$ cat config.mk
export PLATFORM = sky130hd
export DESIGN_NAME = isg_irq_gate
export DESIGN_NICKNAME = d
export VERILOG_FILES = /design/src/core/isg_pkg.sv /design/src/core/isg_glitch_filter.sv /design/src/core/isg_irq_gate.sv
export SDC_FILE = /design/constraint.sdc
export NUM_CORES = 1
export LEC_CHECK = 0
export BUFFER_PORTS_ARGS = -buffer_cell sky130_fd_sc_hd__buf_2
export CORE_MARGIN = 2
export CORE_UTILIZATION = 61
export CTS_CLUSTER_DIAMETER = 40
export DETAILED_ROUTE_END_ITERATION = 16
export PLACE_DENSITY_LB_ADDON = 0.08
export SLEW_MARGIN = 20
export SYNTH_ARGS = -nofsm -noshare
export SYNTH_HDL_FRONTEND = slang
export SYNTH_HIERARCHICAL = 1
export SYNTH_SLANG_ARGS = --single-unit
$ cat constraint.sdc
create_clock -name clk_sys -period 16.49 [get_ports clk_sys]
set_input_delay 0.8245 -clock clk_sys [delete_from_list [all_inputs] [get_ports clk_sys]]
set_output_delay 0.8245 -clock clk_sys [all_outputs]
set_load 0.01 [all_outputs]
$ cat src/core/isg_pkg.sv
// Constants for the interrupt source gating block
// What this block does
// - Internal requests go straight to the handler, seen within one cycle.
// - Outside stop mode, external requests pass a three-clock glitch filter.
// - Filter runs on undivided clock; latency is the same for every clockDivideField setting.
// - Outside stop mode, external pulses shorter than three undivided clocks are ignored.
// - All requests of one module merge into one module request.
// - Enabled external request under the module 0 mask gives switchback from power management once past the pin synchroniser and filter.
// - No request is served in an exception-window cycle; it is deferred.
// - Prefix value holds for exactly the next cycle, then clears.
// - Any prefix write opens an exception window on the following cycle.
// - Cleared module mask blocks module; set mask allows unless globally off.
// - Cleared local enable disables source; set enable fires on a set flag.
// - Hardware sets flags; they stay set until software clears them.
// - Fire needs global enable, mask, local enable, flag, and in-service clear.
// - In-service sets on vectoring, clears on return or pop instruction.
// - Fifteen CAN centers each have a flag and share one module request; rx and tx enables; CAN mask gates.
// - CAN error threshold requests only with error and global CAN enables.
// - Requests sampled on rising edge, serviced one cycle later.
// - Return instruction is never interrupted; two cycles between interrupts.
// - Global enable resets to zero.
package isg_pkg;
	// ------------------------------------------------------------
	// Register map
	// ------------------------------------------------------------
	localparam logic [3:0] ADDR_CONTROL   = 4'h0;
	localparam logic [3:0] ADDR_MASK      = 4'h1;
	localparam logic [3:0] ADDR_PREFIX    = 4'h2;
	localparam logic [3:0] ADDR_EXT_EN    = 4'h3;
	localparam logic [3:0] ADDR_EXT_FLAG  = 4'h4;
	localparam logic [3:0] ADDR_SRC_EN    = 4'h5;
	localparam logic [3:0] ADDR_SRC_FLAG  = 4'h6;
	localparam logic [3:0] ADDR_CAN_CTL   = 4'h7;
	localparam logic [3:0] ADDR_CAN_FLAG  = 4'h8;
	localparam logic [3:0] ADDR_CAN_RXEN  = 4'h9;
	localparam logic [3:0] ADDR_CAN_TXEN  = 4'hA;
	localparam logic [3:0] ADDR_PENDING   = 4'hB;
	// ------------------------------------------------------------
	// Field positions and widths
	// ------------------------------------------------------------
	localparam int CTL_GIE_BIT     = 0;
	localparam int CTL_INS_BIT     = 1;
	localparam int CANCTL_CAN_ERROR_IRQ_ENABLE_BIT = 0;
	localparam int CANCTL_GIE_BIT  = 1;
	localparam int NUM_MODULES     = 8;
	localparam int NUM_EXT         = 8;
	localparam int NUM_SRC         = 16;
	localparam int NUM_CENTERS     = 15;
	localparam int MOD_EXT         = 0;
	localparam int MOD_CAN         = 4;
	localparam int MOD_SYS         = 7;
	// Source slot groups in the generic source registers
	localparam logic [15:0] SRC_MOD0 = 16'h0003;
	localparam logic [15:0] SRC_MOD1 = 16'h000C;
	localparam logic [15:0] SRC_MOD2 = 16'h0030;
	localparam logic [15:0] SRC_MOD3 = 16'h00C0;
	localparam logic [15:0] SRC_MOD5 = 16'h1F00;
	localparam logic [15:0] SRC_MOD7 = 16'h8000;
	// ------------------------------------------------------------
	// Reset values and filter timing
	// ------------------------------------------------------------
	localparam logic [7:0]  CTL_RESET    = 8'h00;
	localparam logic [7:0]  MASK_RESET   = 8'h00;
	localparam logic [15:0] PREFIX_RESET = 16'h0000;
	localparam int          FILTER_LEN   = 3;
endpackage : isg_pkg

$ cat src/core/isg_glitch_filter.sv
// Three-sample glitch filter on the undivided source clock
`timescale 1ns/1ps
module isg_glitch_filter (
	// Clock and reset
	input  wire logic clk_sys,
	input  wire logic rstSync_n,
	// Control
	input  wire logic stopMode,
	// Pin and result
	input  wire logic pinIn,
	output logic      filtered
);
	logic [1:0]                    syncPin_q;
	logic [isg_pkg::FILTER_LEN-1:0] shift_q;

	// Two-stage pin synchroniser
	always_ff @(posedge clk_sys or negedge rstSync_n) begin
		if (!rstSync_n)
			syncPin_q <= 2'h0;
		else
			syncPin_q <= {syncPin_q[0], pinIn};
	end

	// Three consecutive highs to accept, bypass in stop mode
	always_ff @(posedge clk_sys or negedge rstSync_n) begin
		if (!rstSync_n) begin
			shift_q  <= '0;
			filtered <= 1'b0;
		end else begin
			shift_q <= {shift_q[isg_pkg::FILTER_LEN-2:0], syncPin_q[1]};
			if (stopMode)
				filtered <= syncPin_q[1];
			else
				filtered <= &shift_q;
		end
	end
endmodule // isg_glitch_filter

$ cat src/core/isg_irq_gate.sv
// Interrupt request gating and exception window for the CPU sequencer
//
// The register addresses and the plain strobed port were left to the implementer.
`timescale 1ns/1ps
module isg_irq_gate (
	// Clock and reset
	input  wire logic        clk_sys,
	input  wire logic        reset_n,
	// Register port
	input  wire logic [3:0]  regAddr,
	input  wire logic [15:0] regWrData,
	input  wire logic        regWrite,
	input  wire logic        regRead,
	output logic [15:0]      regRdData,
	// External pins and clocking state
	input  wire logic [7:0]  extPin,
	input  wire logic        stopMode,
	input  wire logic        powerManageSelect,
	input  wire logic [1:0]  clockDivideField,
	// Internal flag set pulses
	input  wire logic [15:0] srcFlagSet,
	input  wire logic [14:0] centerFlagSet,
	input  wire logic        canErrThreshSet,
	// CPU sequencer
	input  wire logic        vectorAck,
	input  wire logic        returnFromIrqOp,
	input  wire logic        popIrqOp,
	output logic             irqRequest,
	output logic [7:0]       modulePending,
	output logic [15:0]      prefixValue,
	output logic             exceptionWindow,
	output logic             switchback
);
	// ------------------------------------------------------------
	// Reset release
	// ------------------------------------------------------------
	logic [1:0] rstSync_q;
	logic       rstSync_n;

	always_ff @(posedge clk_sys or negedge reset_n) begin
		if (!reset_n)
			rstSync_q <= 2'h0;
		else
			rstSync_q <= {rstSync_q[0], 1'b1};
	end
	assign rstSync_n = rstSync_q[1];

	// ------------------------------------------------------------
	// Registers
	// ------------------------------------------------------------
	logic        globalIrqEnable_q;
	logic        inServiceBit_q;
	logic [7:0]  moduleMaskReg_q;
	logic [15:0] prefixHoldingReg_q;
	logic        prefixWritten_q;
	logic [7:0]  extEnable_q;
	logic [7:0]  extFlag_q;
	logic [15:0] srcEnable_q;
	logic [15:0] srcFlag_q;
	logic        canErrorIrqEnable_q;
	logic        canGlobalIrqEnable_q;
	logic        errorThresholdFlag_q;
	logic [14:0] centerRequestFlag_q;
	logic [14:0] centerRxIrqEnable_q;
	logic [14:0] centerTxIrqEnable_q;
	logic        irqRequest_q;
	logic        retiBlock_q;
	logic [7:0]  extFiltered;
	logic [7:0]  extFiltered_q;
	logic [7:0]  extRise;
	logic        wrCtl;
	logic        wrMask;
	logic        wrPfx;
	logic        wrExtEn;
	logic        wrExtFlag;
	logic        wrSrcEn;
	logic        wrSrcFlag;
	logic        wrCanCtl;
	logic        wrCanFlag;
	logic        wrRxEn;
	logic        wrTxEn;

	assign wrCtl     = regWrite && regAddr == isg_pkg::ADDR_CONTROL;
	assign wrMask    = regWrite && regAddr == isg_pkg::ADDR_MASK;
	assign wrPfx     = regWrite && regAddr == isg_pkg::ADDR_PREFIX;
	assign wrExtEn   = regWrite && regAddr == isg_pkg::ADDR_EXT_EN;
	assign wrExtFlag = regWrite && regAddr == isg_pkg::ADDR_EXT_FLAG;
	assign wrSrcEn   = regWrite && regAddr == isg_pkg::ADDR_SRC_EN;
	assign wrSrcFlag = regWrite && regAddr == isg_pkg::ADDR_SRC_FLAG;
	assign wrCanCtl  = regWrite && regAddr == isg_pkg::ADDR_CAN_CTL;
	assign wrCanFlag = regWrite && regAddr == isg_pkg::ADDR_CAN_FLAG;
	assign wrRxEn    = regWrite && regAddr == isg_pkg::ADDR_CAN_RXEN;
	assign wrTxEn    = regWrite && regAddr == isg_pkg::ADDR_CAN_TXEN;

	// ------------------------------------------------------------
	// External request filters
	// ------------------------------------------------------------
	genvar gi;
	generate
		for (gi = 0; gi < isg_pkg::NUM_EXT; gi++) begin : gExt
			isg_glitch_filter uFilt (
				.clk_sys   (clk_sys),
				.rstSync_n (rstSync_n),
				.stopMode  (stopMode),
				.pinIn     (extPin[gi]),
				.filtered  (extFiltered[gi])
			);
		end
	endgenerate

	always_ff @(posedge clk_sys or negedge rstSync_n) begin
		if (!rstSync_n)
			extFiltered_q <= 8'h00;
		else
			extFiltered_q <= extFiltered;
	end
	assign extRise = extFiltered & ~extFiltered_q;

	// ------------------------------------------------------------
	// Control and mask
	// ------------------------------------------------------------
	always_ff @(posedge clk_sys or negedge rstSync_n) begin
		if (!rstSync_n) begin
			globalIrqEnable_q <= isg_pkg::CTL_RESET[0];
			moduleMaskReg_q   <= isg_pkg::MASK_RESET;
		end else begin
			if (wrCtl)
				globalIrqEnable_q <= regWrData[isg_pkg::CTL_GIE_BIT];
			if (wrMask)
				moduleMaskReg_q <= regWrData[7:0];
		end
	end

	// In-service: vectoring sets, return/pop clears, software may write
	always_ff @(posedge clk_sys or negedge rstSync_n) begin
		if (!rstSync_n)
			inServiceBit_q <= 1'b0;
		else if (vectorAck)
			inServiceBit_q <= 1'b1;
		else if (returnFromIrqOp || popIrqOp)
			inServiceBit_q <= 1'b0;
		else if (wrCtl)
			inServiceBit_q <= regWrData[isg_pkg::CTL_INS_BIT];
	end

	// ------------------------------------------------------------
	// Prefix register and exception window
	// ------------------------------------------------------------
	always_ff @(posedge clk_sys or negedge rstSync_n) begin
		if (!rstSync_n) begin
			prefixHoldingReg_q <= isg_pkg::PREFIX_RESET;
			prefixWritten_q    <= 1'b0;
		end else begin
			prefixHoldingReg_q <= wrPfx ? regWrData
				: isg_pkg::PREFIX_RESET;
			prefixWritten_q    <= wrPfx;
		end
	end
	assign prefixValue     = prefixHoldingReg_q;
	assign exceptionWindow = prefixWritten_q;

	// ------------------------------------------------------------
	// Flags: set wins over software clear (write one to clear)
	// ------------------------------------------------------------
	always_ff @(posedge clk_sys or negedge rstSync_n) begin
		if (!rstSync_n) begin
			extEnable_q <= 8'h00;
			extFlag_q   <= 8'h00;
		end else begin
			if (wrExtEn)
				extEnable_q <= regWrData[7:0];
			extFlag_q <= (extFlag_q & ~(wrExtFlag ? regWrData[7:0] : 8'h00))
				| extRise;
		end
	end

	always_ff @(posedge clk_sys or negedge rstSync_n) begin
		if (!rstSync_n) begin
			srcEnable_q <= 16'h0000;
			srcFlag_q   <= 16'h0000;
		end else begin
			if (wrSrcEn)
				srcEnable_q <= regWrData;
			srcFlag_q <= (srcFlag_q & ~(wrSrcFlag ? regWrData : 16'h0000))
				| srcFlagSet;
		end
	end

	always_ff @(posedge clk_sys or negedge rstSync_n) begin
		if (!rstSync_n) begin
			canErrorIrqEnable_q  <= 1'b0;
			canGlobalIrqEnable_q <= 1'b0;
			errorThresholdFlag_q <= 1'b0;
		end else begin
			if (wrCanCtl) begin
				canErrorIrqEnable_q  <= regWrData[isg_pkg::CANCTL_CAN_ERROR_IRQ_ENABLE_BIT];
				canGlobalIrqEnable_q <= regWrData[isg_pkg::CANCTL_GIE_BIT];
			end
			errorThresholdFlag_q <= canErrThreshSet
				|| (errorThresholdFlag_q && !(wrCanFlag && regWrData[15]));
		end
	end

	always_ff @(posedge clk_sys or negedge rstSync_n) begin
		if (!rstSync_n) begin
			centerRequestFlag_q <= 15'h0000;
			centerRxIrqEnable_q <= 15'h0000;
			centerTxIrqEnable_q <= 15'h0000;
		end else begin
			if (wrRxEn)
				centerRxIrqEnable_q <= regWrData[14:0];
			if (wrTxEn)
				centerTxIrqEnable_q <= regWrData[14:0];
			centerRequestFlag_q <= (centerRequestFlag_q
				& ~(wrCanFlag ? regWrData[14:0] : 15'h0000))
				| centerFlagSet;
		end
	end

	// ------------------------------------------------------------
	// Module request merge and gating
	// ------------------------------------------------------------
	logic [15:0] srcActive;
	logic [14:0] centerActive;
	logic [7:0]  modReq;
	logic        canErrReq;
	logic        fire;

	assign srcActive    = srcFlag_q & srcEnable_q;
	assign centerActive = centerRequestFlag_q
		& (centerRxIrqEnable_q | centerTxIrqEnable_q);
	assign canErrReq    = errorThresholdFlag_q && canErrorIrqEnable_q
		&& canGlobalIrqEnable_q;

	always_comb begin
		modReq = 8'h00;
		modReq[isg_pkg::MOD_EXT] = |(extFlag_q & extEnable_q)
			|| |(srcActive & isg_pkg::SRC_MOD0);
		modReq[1] = |(srcActive & isg_pkg::SRC_MOD1);
		modReq[2] = |(srcActive & isg_pkg::SRC_MOD2);
		modReq[3] = |(srcActive & isg_pkg::SRC_MOD3);
		modReq[isg_pkg::MOD_CAN] = |centerActive || canErrReq;
		modReq[5] = |(srcActive & isg_pkg::SRC_MOD5);
		modReq[isg_pkg::MOD_SYS] = |(srcActive & isg_pkg::SRC_MOD7);
	end

	assign modulePending = modReq;
	assign fire = globalIrqEnable_q && !inServiceBit_q
		&& |(modReq & moduleMaskReg_q);

	// Sample, then present one cycle later outside window and return
	always_ff @(posedge clk_sys or negedge rstSync_n) begin
		if (!rstSync_n) begin
			irqRequest_q <= 1'b0;
			retiBlock_q  <= 1'b0;
		end else begin
			irqRequest_q <= fire && !vectorAck;
			retiBlock_q  <= returnFromIrqOp;
		end
	end
	assign irqRequest = irqRequest_q && fire && !exceptionWindow
		&& !retiBlock_q && !returnFromIrqOp;

	// Switchback uses filtered, enabled external detection under the module mask on the fast clock
	assign switchback = powerManageSelect
		&& |(extFiltered & extEnable_q) && moduleMaskReg_q[isg_pkg::MOD_EXT];

	// ------------------------------------------------------------
	// Read port
	// ------------------------------------------------------------
	always_ff @(posedge clk_sys or negedge rstSync_n) begin
		if (!rstSync_n)
			regRdData <= 16'h0000;
		else if (regRead) begin
			unique case (regAddr)
				isg_pkg::ADDR_CONTROL:
					regRdData <= {14'h0000, inServiceBit_q, globalIrqEnable_q};
				isg_pkg::ADDR_MASK:     regRdData <= {8'h00, moduleMaskReg_q};
				isg_pkg::ADDR_PREFIX:   regRdData <= prefixHoldingReg_q;
				isg_pkg::ADDR_EXT_EN:   regRdData <= {8'h00, extEnable_q};
				isg_pkg::ADDR_EXT_FLAG: regRdData <= {8'h00, extFlag_q};
				isg_pkg::ADDR_SRC_EN:   regRdData <= srcEnable_q;
				isg_pkg::ADDR_SRC_FLAG: regRdData <= srcFlag_q;
				isg_pkg::ADDR_CAN_CTL:
					regRdData <= {14'h0000, canGlobalIrqEnable_q,
						canErrorIrqEnable_q};
				isg_pkg::ADDR_CAN_FLAG:
					regRdData <= {errorThresholdFlag_q, centerRequestFlag_q};
				isg_pkg::ADDR_CAN_RXEN: regRdData <= {1'b0, centerRxIrqEnable_q};
				isg_pkg::ADDR_CAN_TXEN: regRdData <= {1'b0, centerTxIrqEnable_q};
				isg_pkg::ADDR_PENDING:  regRdData <= {8'h00, modReq};
				default:                regRdData <= 16'h0000;
			endcase
		end
	end

	wire unusedDiv = ^clockDivideField;
endmodule // isg_irq_gate

[After elaboration in Yosys (flattened, before gate mapping)]
Index checks and enable logic that the tools add are counted.
Word-level totals
  bits of input ports: 71
  bits in registers: 199
  logic and storage cells: 141
  output and inout port bits: 43
Cells by class
  reduce and logical (&&, ||, !) cells: 53
  bitwise gates (word level): 17
  eq/ne operators: 11
  multiplexer cells: 16
Operator list (number)
  $pmux 16 s12: 1
  $and 8x8->8: 5
  $and 16x16->16: 2
  $mux 16: 2
  $and 15x15->15: 2
  $or 15x15->15: 2
  $logic_and 1x1->1: 24
  $reduce_and 3->1: 8
  $reduce_or 8->1: 3
  $eq 4x3->1 const B: 4
  $eq 4x4->1 const B: 4
  $not 16->16: 1
  $not 8->8: 2
  $or 16x16->16: 1
  $mux 15: 1
  $not 15->15: 1
  $reduce_or 15->1: 1
  $mux 1: 11
  $eq 4x2->1 const B: 2
  $mux 8: 1
  $or 8x8->8: 1
  $reduce_or 2->1: 4
  $logic_not 1->1: 6
  $reduce_or 5->1: 1
  other kinds (4): 7

[Longest topological paths before layout]
  word-level depth: 11
  depth in mapped cells: 8
  gate-level depth less buffers: 5

[By module]
The synthesis kept the hierarchy.
By module, submodules not included
  isg_irq_gate: times used 1, cells each 571, seq. area each 3778.6 um^2, area an instance 6856.6 um^2
  isg_glitch_filter: times used 8, cells each 9, seq. area each 150.1 um^2, area an instance 163.9 um^2

[Worst setup path after synthesis]
OpenSTA, ideal clock, no wires.
  kind: in2out
  from: input returnFromIrqOp
  to: output irqRequest
  cell stages on the path: 2
  arrival time: 1.879 ns
  buffers on the path: 0
  slack: 13.786 ns
  data required time: 15.665 ns
  cell sequence: or4b_2 nor4b_1
Between the ends
  word-level cells in the longest chain between the ends: 2
RTL lines
  start: declaration: RTL line isg_irq_gate.sv:26  | input wire logic returnFromIrqOp,
  $logic_not 1->1: RTL line isg_irq_gate.sv:262  | && !retiBlock_q && !returnFromIrqOp;
  $logic_and 1x1->1: RTL line isg_irq_gate.sv:262
  end: declaration: RTL line isg_irq_gate.sv:28  | output logic irqRequest,
Every way passes these cells.

[Worst setup path in the final report]
  from: register centerTxIrqEnable_q[11]
  to: output irqRequest
Between the ends
  word-level cells in the longest chain between the ends: 11
RTL lines
  start: declaration: RTL line isg_irq_gate.sv:65  | logic [14:0] centerTxIrqEnable_q;
  start signal: assignment: RTL line isg_irq_gate.sv:213  | centerTxIrqEnable_q <= regWrData[14:0];
  $or 15x15->15: RTL line isg_irq_gate.sv:231  | & (centerRxIrqEnable_q | centerTxIrqEnable_q);
  $and 15x15->15: RTL line isg_irq_gate.sv:231
  $reduce_or 15->1: RTL line isg_irq_gate.sv:242  | modReq[isg_pkg::MOD_CAN] = |centerActive || canErrReq;
  $logic_or 1x1->1: RTL line isg_irq_gate.sv:242
  $and 8x8->8: RTL line isg_irq_gate.sv:249  | && |(modReq & moduleMaskReg_q);
  $reduce_or 8->1: RTL line isg_irq_gate.sv:249
  $logic_and 1x1->1: RTL line isg_irq_gate.sv:249
  $logic_and 1x1->1 (2 in series): RTL line isg_irq_gate.sv:261  | assign irqRequest = irqRequest_q && fire && !exceptionWindow
  $logic_and 1x1->1 (2 in series): RTL line isg_irq_gate.sv:262
Every way passes these cells.

==> reports/results.txt <==
status = complete, no violations
max cap viols = 0
post-CTS setup buffers = 0
fmax = 292 MHz
ANT cells = 0
final clock skew = 0.0109 ns
Worst Setup End Kind = output port
routed wire length = 21.6 mm
most frequent cells in the layout = 198 x dfrtp_1, 110 x buf_2, 69 x mux2_2
CTS Buffer Depth = 2
setup violators final = 0
CTS tree = yes
Worst Path Required = 15.67 ns
IO Port Bufs = 110
Syn Inst Count = 643
cts hold-fix bufs = 0
number of global-route vias before repair = 5920
GRT Max-Usage Layer = met2
Syn-to-layout area delta = 14.9%
num rows = 42
CTS resizes = 0
PD cells = 121 nW/um2
synth unique cells = 59
Synth Register Bits = 199
r2r setup slk = 14.35 ns
YS warnings = 6
Initial Utilization = 62.2%
Gate power share = 12.3%
Mapped Nets = 714
reg2reg end = irqRequest_q$_DFF_PN0_
RSZ-0062 raised after global routing = false
Die Area = 14300 um2
Critical Path Max Stage Delay = 0.63 ns
r2r startpoint = centerTxIrqEnable_q[11]$_DFFE_PN0P_
Post-synth ARST share = 100%
GR Util All Layers = 31.9%
HP Class = in2async
sw power = 318 uW
worst setup path class = reg2out
Leak = 4.19 nW
Setup TNS = 0 ns
Top FF cell, synth = dfrtp_1
Tcrit/Tclk final = 20.8%
Initial DRT Pass Iterations = 5
first-pass GRT wire length = 33.8 mm
clock share of power = 36.3%
Clock Sinks = 199
clock-pin slew on the worst setup and hold paths = 0.07 ns
Register-to-Register Path Depth = 5
Startpoint Class = flop
DRC viols = 0
# IOs = 114
grt met3 use = 9.46%
initial DRC count = 546
Vias = 5879
Crit-path slowest cell = or4_4
Max-Slew Margin vs Limit = 34.7%
Synth Cell Area = 8170 um2
largest net degree at the start of global routing = 129
Setup WS pre-CTS = 13.23 ns
CTS root buffer = clkbuf_16
commonest non-fill, non-tap cell in the layout = dfrtp_1
Die H = 120 um
sw frac = 28.0%
Clock H-tree levels = 4
Seq/Total Area, Yosys = 61.0%
number of enable flip-flop cells after synthesis = 0
Seq pwr share = 51.4%
Worst-Margin Slew = 0.979 ns
area of the core = 13100 um2
gpl congestion = 0.956
critical path arrival = 2.61 ns
critical path startpoint = centerTxIrqEnable_q[11]$_DFFE_PN0P_
nets@finish = 806
minimum clock period = 3.43 ns
die extent in x = 120 um
antenna violations before repair = 0
met1 usage = 44.2%
Final Hold Fails = 0
total congestion overflow = 0
final setup margin = 13.06 ns
Int Pwr = 820 uW
maximum VDD drop = 0.119 mV
Vias/cell = 6.36
Post-DP HPWL = 14.6 mm
drt wl/cell = 23.4 um
Mean Syn Cell Area = 12.7 um2
met2 global-route usage = 48.5%
final antenna-violating net count = 0
crit-path cells = o21ai_0 -> nand4_1 -> or4_4 -> a221oi_2 -> nor4b_1 -> buf_2
layout cells sized above 1 = 31.1%
fillers = 937
worst-skew pair later-pin latency = 0.44 ns
Num CTS Buffers = 17
crit path max fanout = 3
fin. max-slew vios = 0
cells by family after synthesis:
kind of cell,synth area share [%]
flops,61.0
compound gates,15.7
simple gates,10.0
mux,10.0
buf+inv,3.17
other cells,0.0919
worst max-delay path, delay by kind of cell (launching register included):
| kind | cells | cell delay, ns |
|---|---|---|
| buf+inv | 1 | 0.15 |
| simple gates | 3 | 0.94 |
| compound gates | 2 | 0.66 |
| flops | 1 | 0.40 |
power by group through the flow:
stage	clock network (mW)	registers [mW]	logic, mW
after floorplan	0	0.585	0.0886
after global placement	0	0.589	0.136
after detailed placement	0	0.593	0.139
after CTS	0.419	0.584	0.140
after global routing	0.440	0.592	0.152
final	0.413	0.585	0.140
final cells by class:
| cell class | count | area [um2] | area share [%] |
|---|---|---|---|
| repair buffers | 114 | 593 | 6.32 |
| well taps | 176 | 220 | 2.35 |
| inverters | 12 | 45.0 | 0.480 |
| clock buffers | 19 | 453 | 4.83 |
| flip-flops and latches | 199 | 4980 | 53.1 |
| multi-input cells | 391 | 2940 | 31.3 |
| clock inverters | 13 | 149 | 1.59 |
sequential cells by signal, indices dropped and copies added (netlist names), 2 cells and up:
register	count
gExt.uFilt/shift_q	24
gExt.uFilt/syncPin_q	16
prefixValue	16
regRdData	16
srcEnable_q	16
srcFlag_q	16
centerRequestFlag_q	15
centerRxIrqEnable_q	15
centerTxIrqEnable_q	15
extEnable_q	8
extFiltered_q	8
extFlag_q	8
gExt.uFilt/filtered	8
moduleMaskReg_q	8
rstSync_q	2
through the flow:
step / area (um2) / hold WS (ns) / power, mW / utilization (%) / std cells
after global placement: 8780 / 0.333 / 0.725 / 66.9 / 892
final: 9390 / 0.154 / 1.14 / 71.4 / 924
after global routing: 9390 / 0.136 / 1.18 / 71.4 / 924
after floorplan: 8170 / 0.331 / 0.673 / - / 643
after CTS: 9390 / 0.140 / 1.14 / 71.4 / 924
after detailed placement: 8780 / 0.336 / 0.732 / 66.9 / 892
synthesized netlist by cell type (all sizes together) (2+ instances only):
library cell	instances	share of area [%]
a21o	32	2.9
a221oi	5	0.69
a222oi	6	0.74
a22o	29	3.1
a22oi	42	3.9
a32oi	7	0.75
and2	4	0.31
and3	17	1.3
and4bb	4	0.61
buf	23	1.8
clkbuf	18	0.83
conb	2	0.092
dfrtp	199	61
inv	11	0.51
mux2	69	9.5
mux2i	4	0.49
nand2	63	2.9
nand2b	2	0.15
nand3	22	1.3
nand3b	2	0.18
nand4	7	0.54
nor2	7	0.38
nor2b	9	0.81
nor3	2	0.25
nor4b	4	0.69
o211ai	2	0.18
o21ai	28	1.7
o2bb2ai	3	0.32
o311ai	2	0.21
metal layers:
layer | part of all wire (%) | routed length [um] | vias to the layer above
met5 | 0 | 0 | -
met4 | 2.4 | 510 | 0
met3 | 8.3 | 1790 | 45
met2 | 47 | 10200 | 265
met1 | 42 | 9070 | 3001
li1 | - | - | 2568
worst max-delay path by stage:
stage	endpoint	slack, ns	depth (start not counted)
after detailed placement	srcFlag_q[12]$_DFF_PN0_	13.23	5
final	irqRequest	13.06	6
after floorplan	canErrorIrqEnable_q$_DFFE_PN0P_	10.53	0
after CTS	irqRequest	13.06	6
after global placement	srcFlag_q[0]$_DFF_PN0_	13.29	5
after global routing	irqRequest	12.96	6
(Power assumes the default switching activity.)
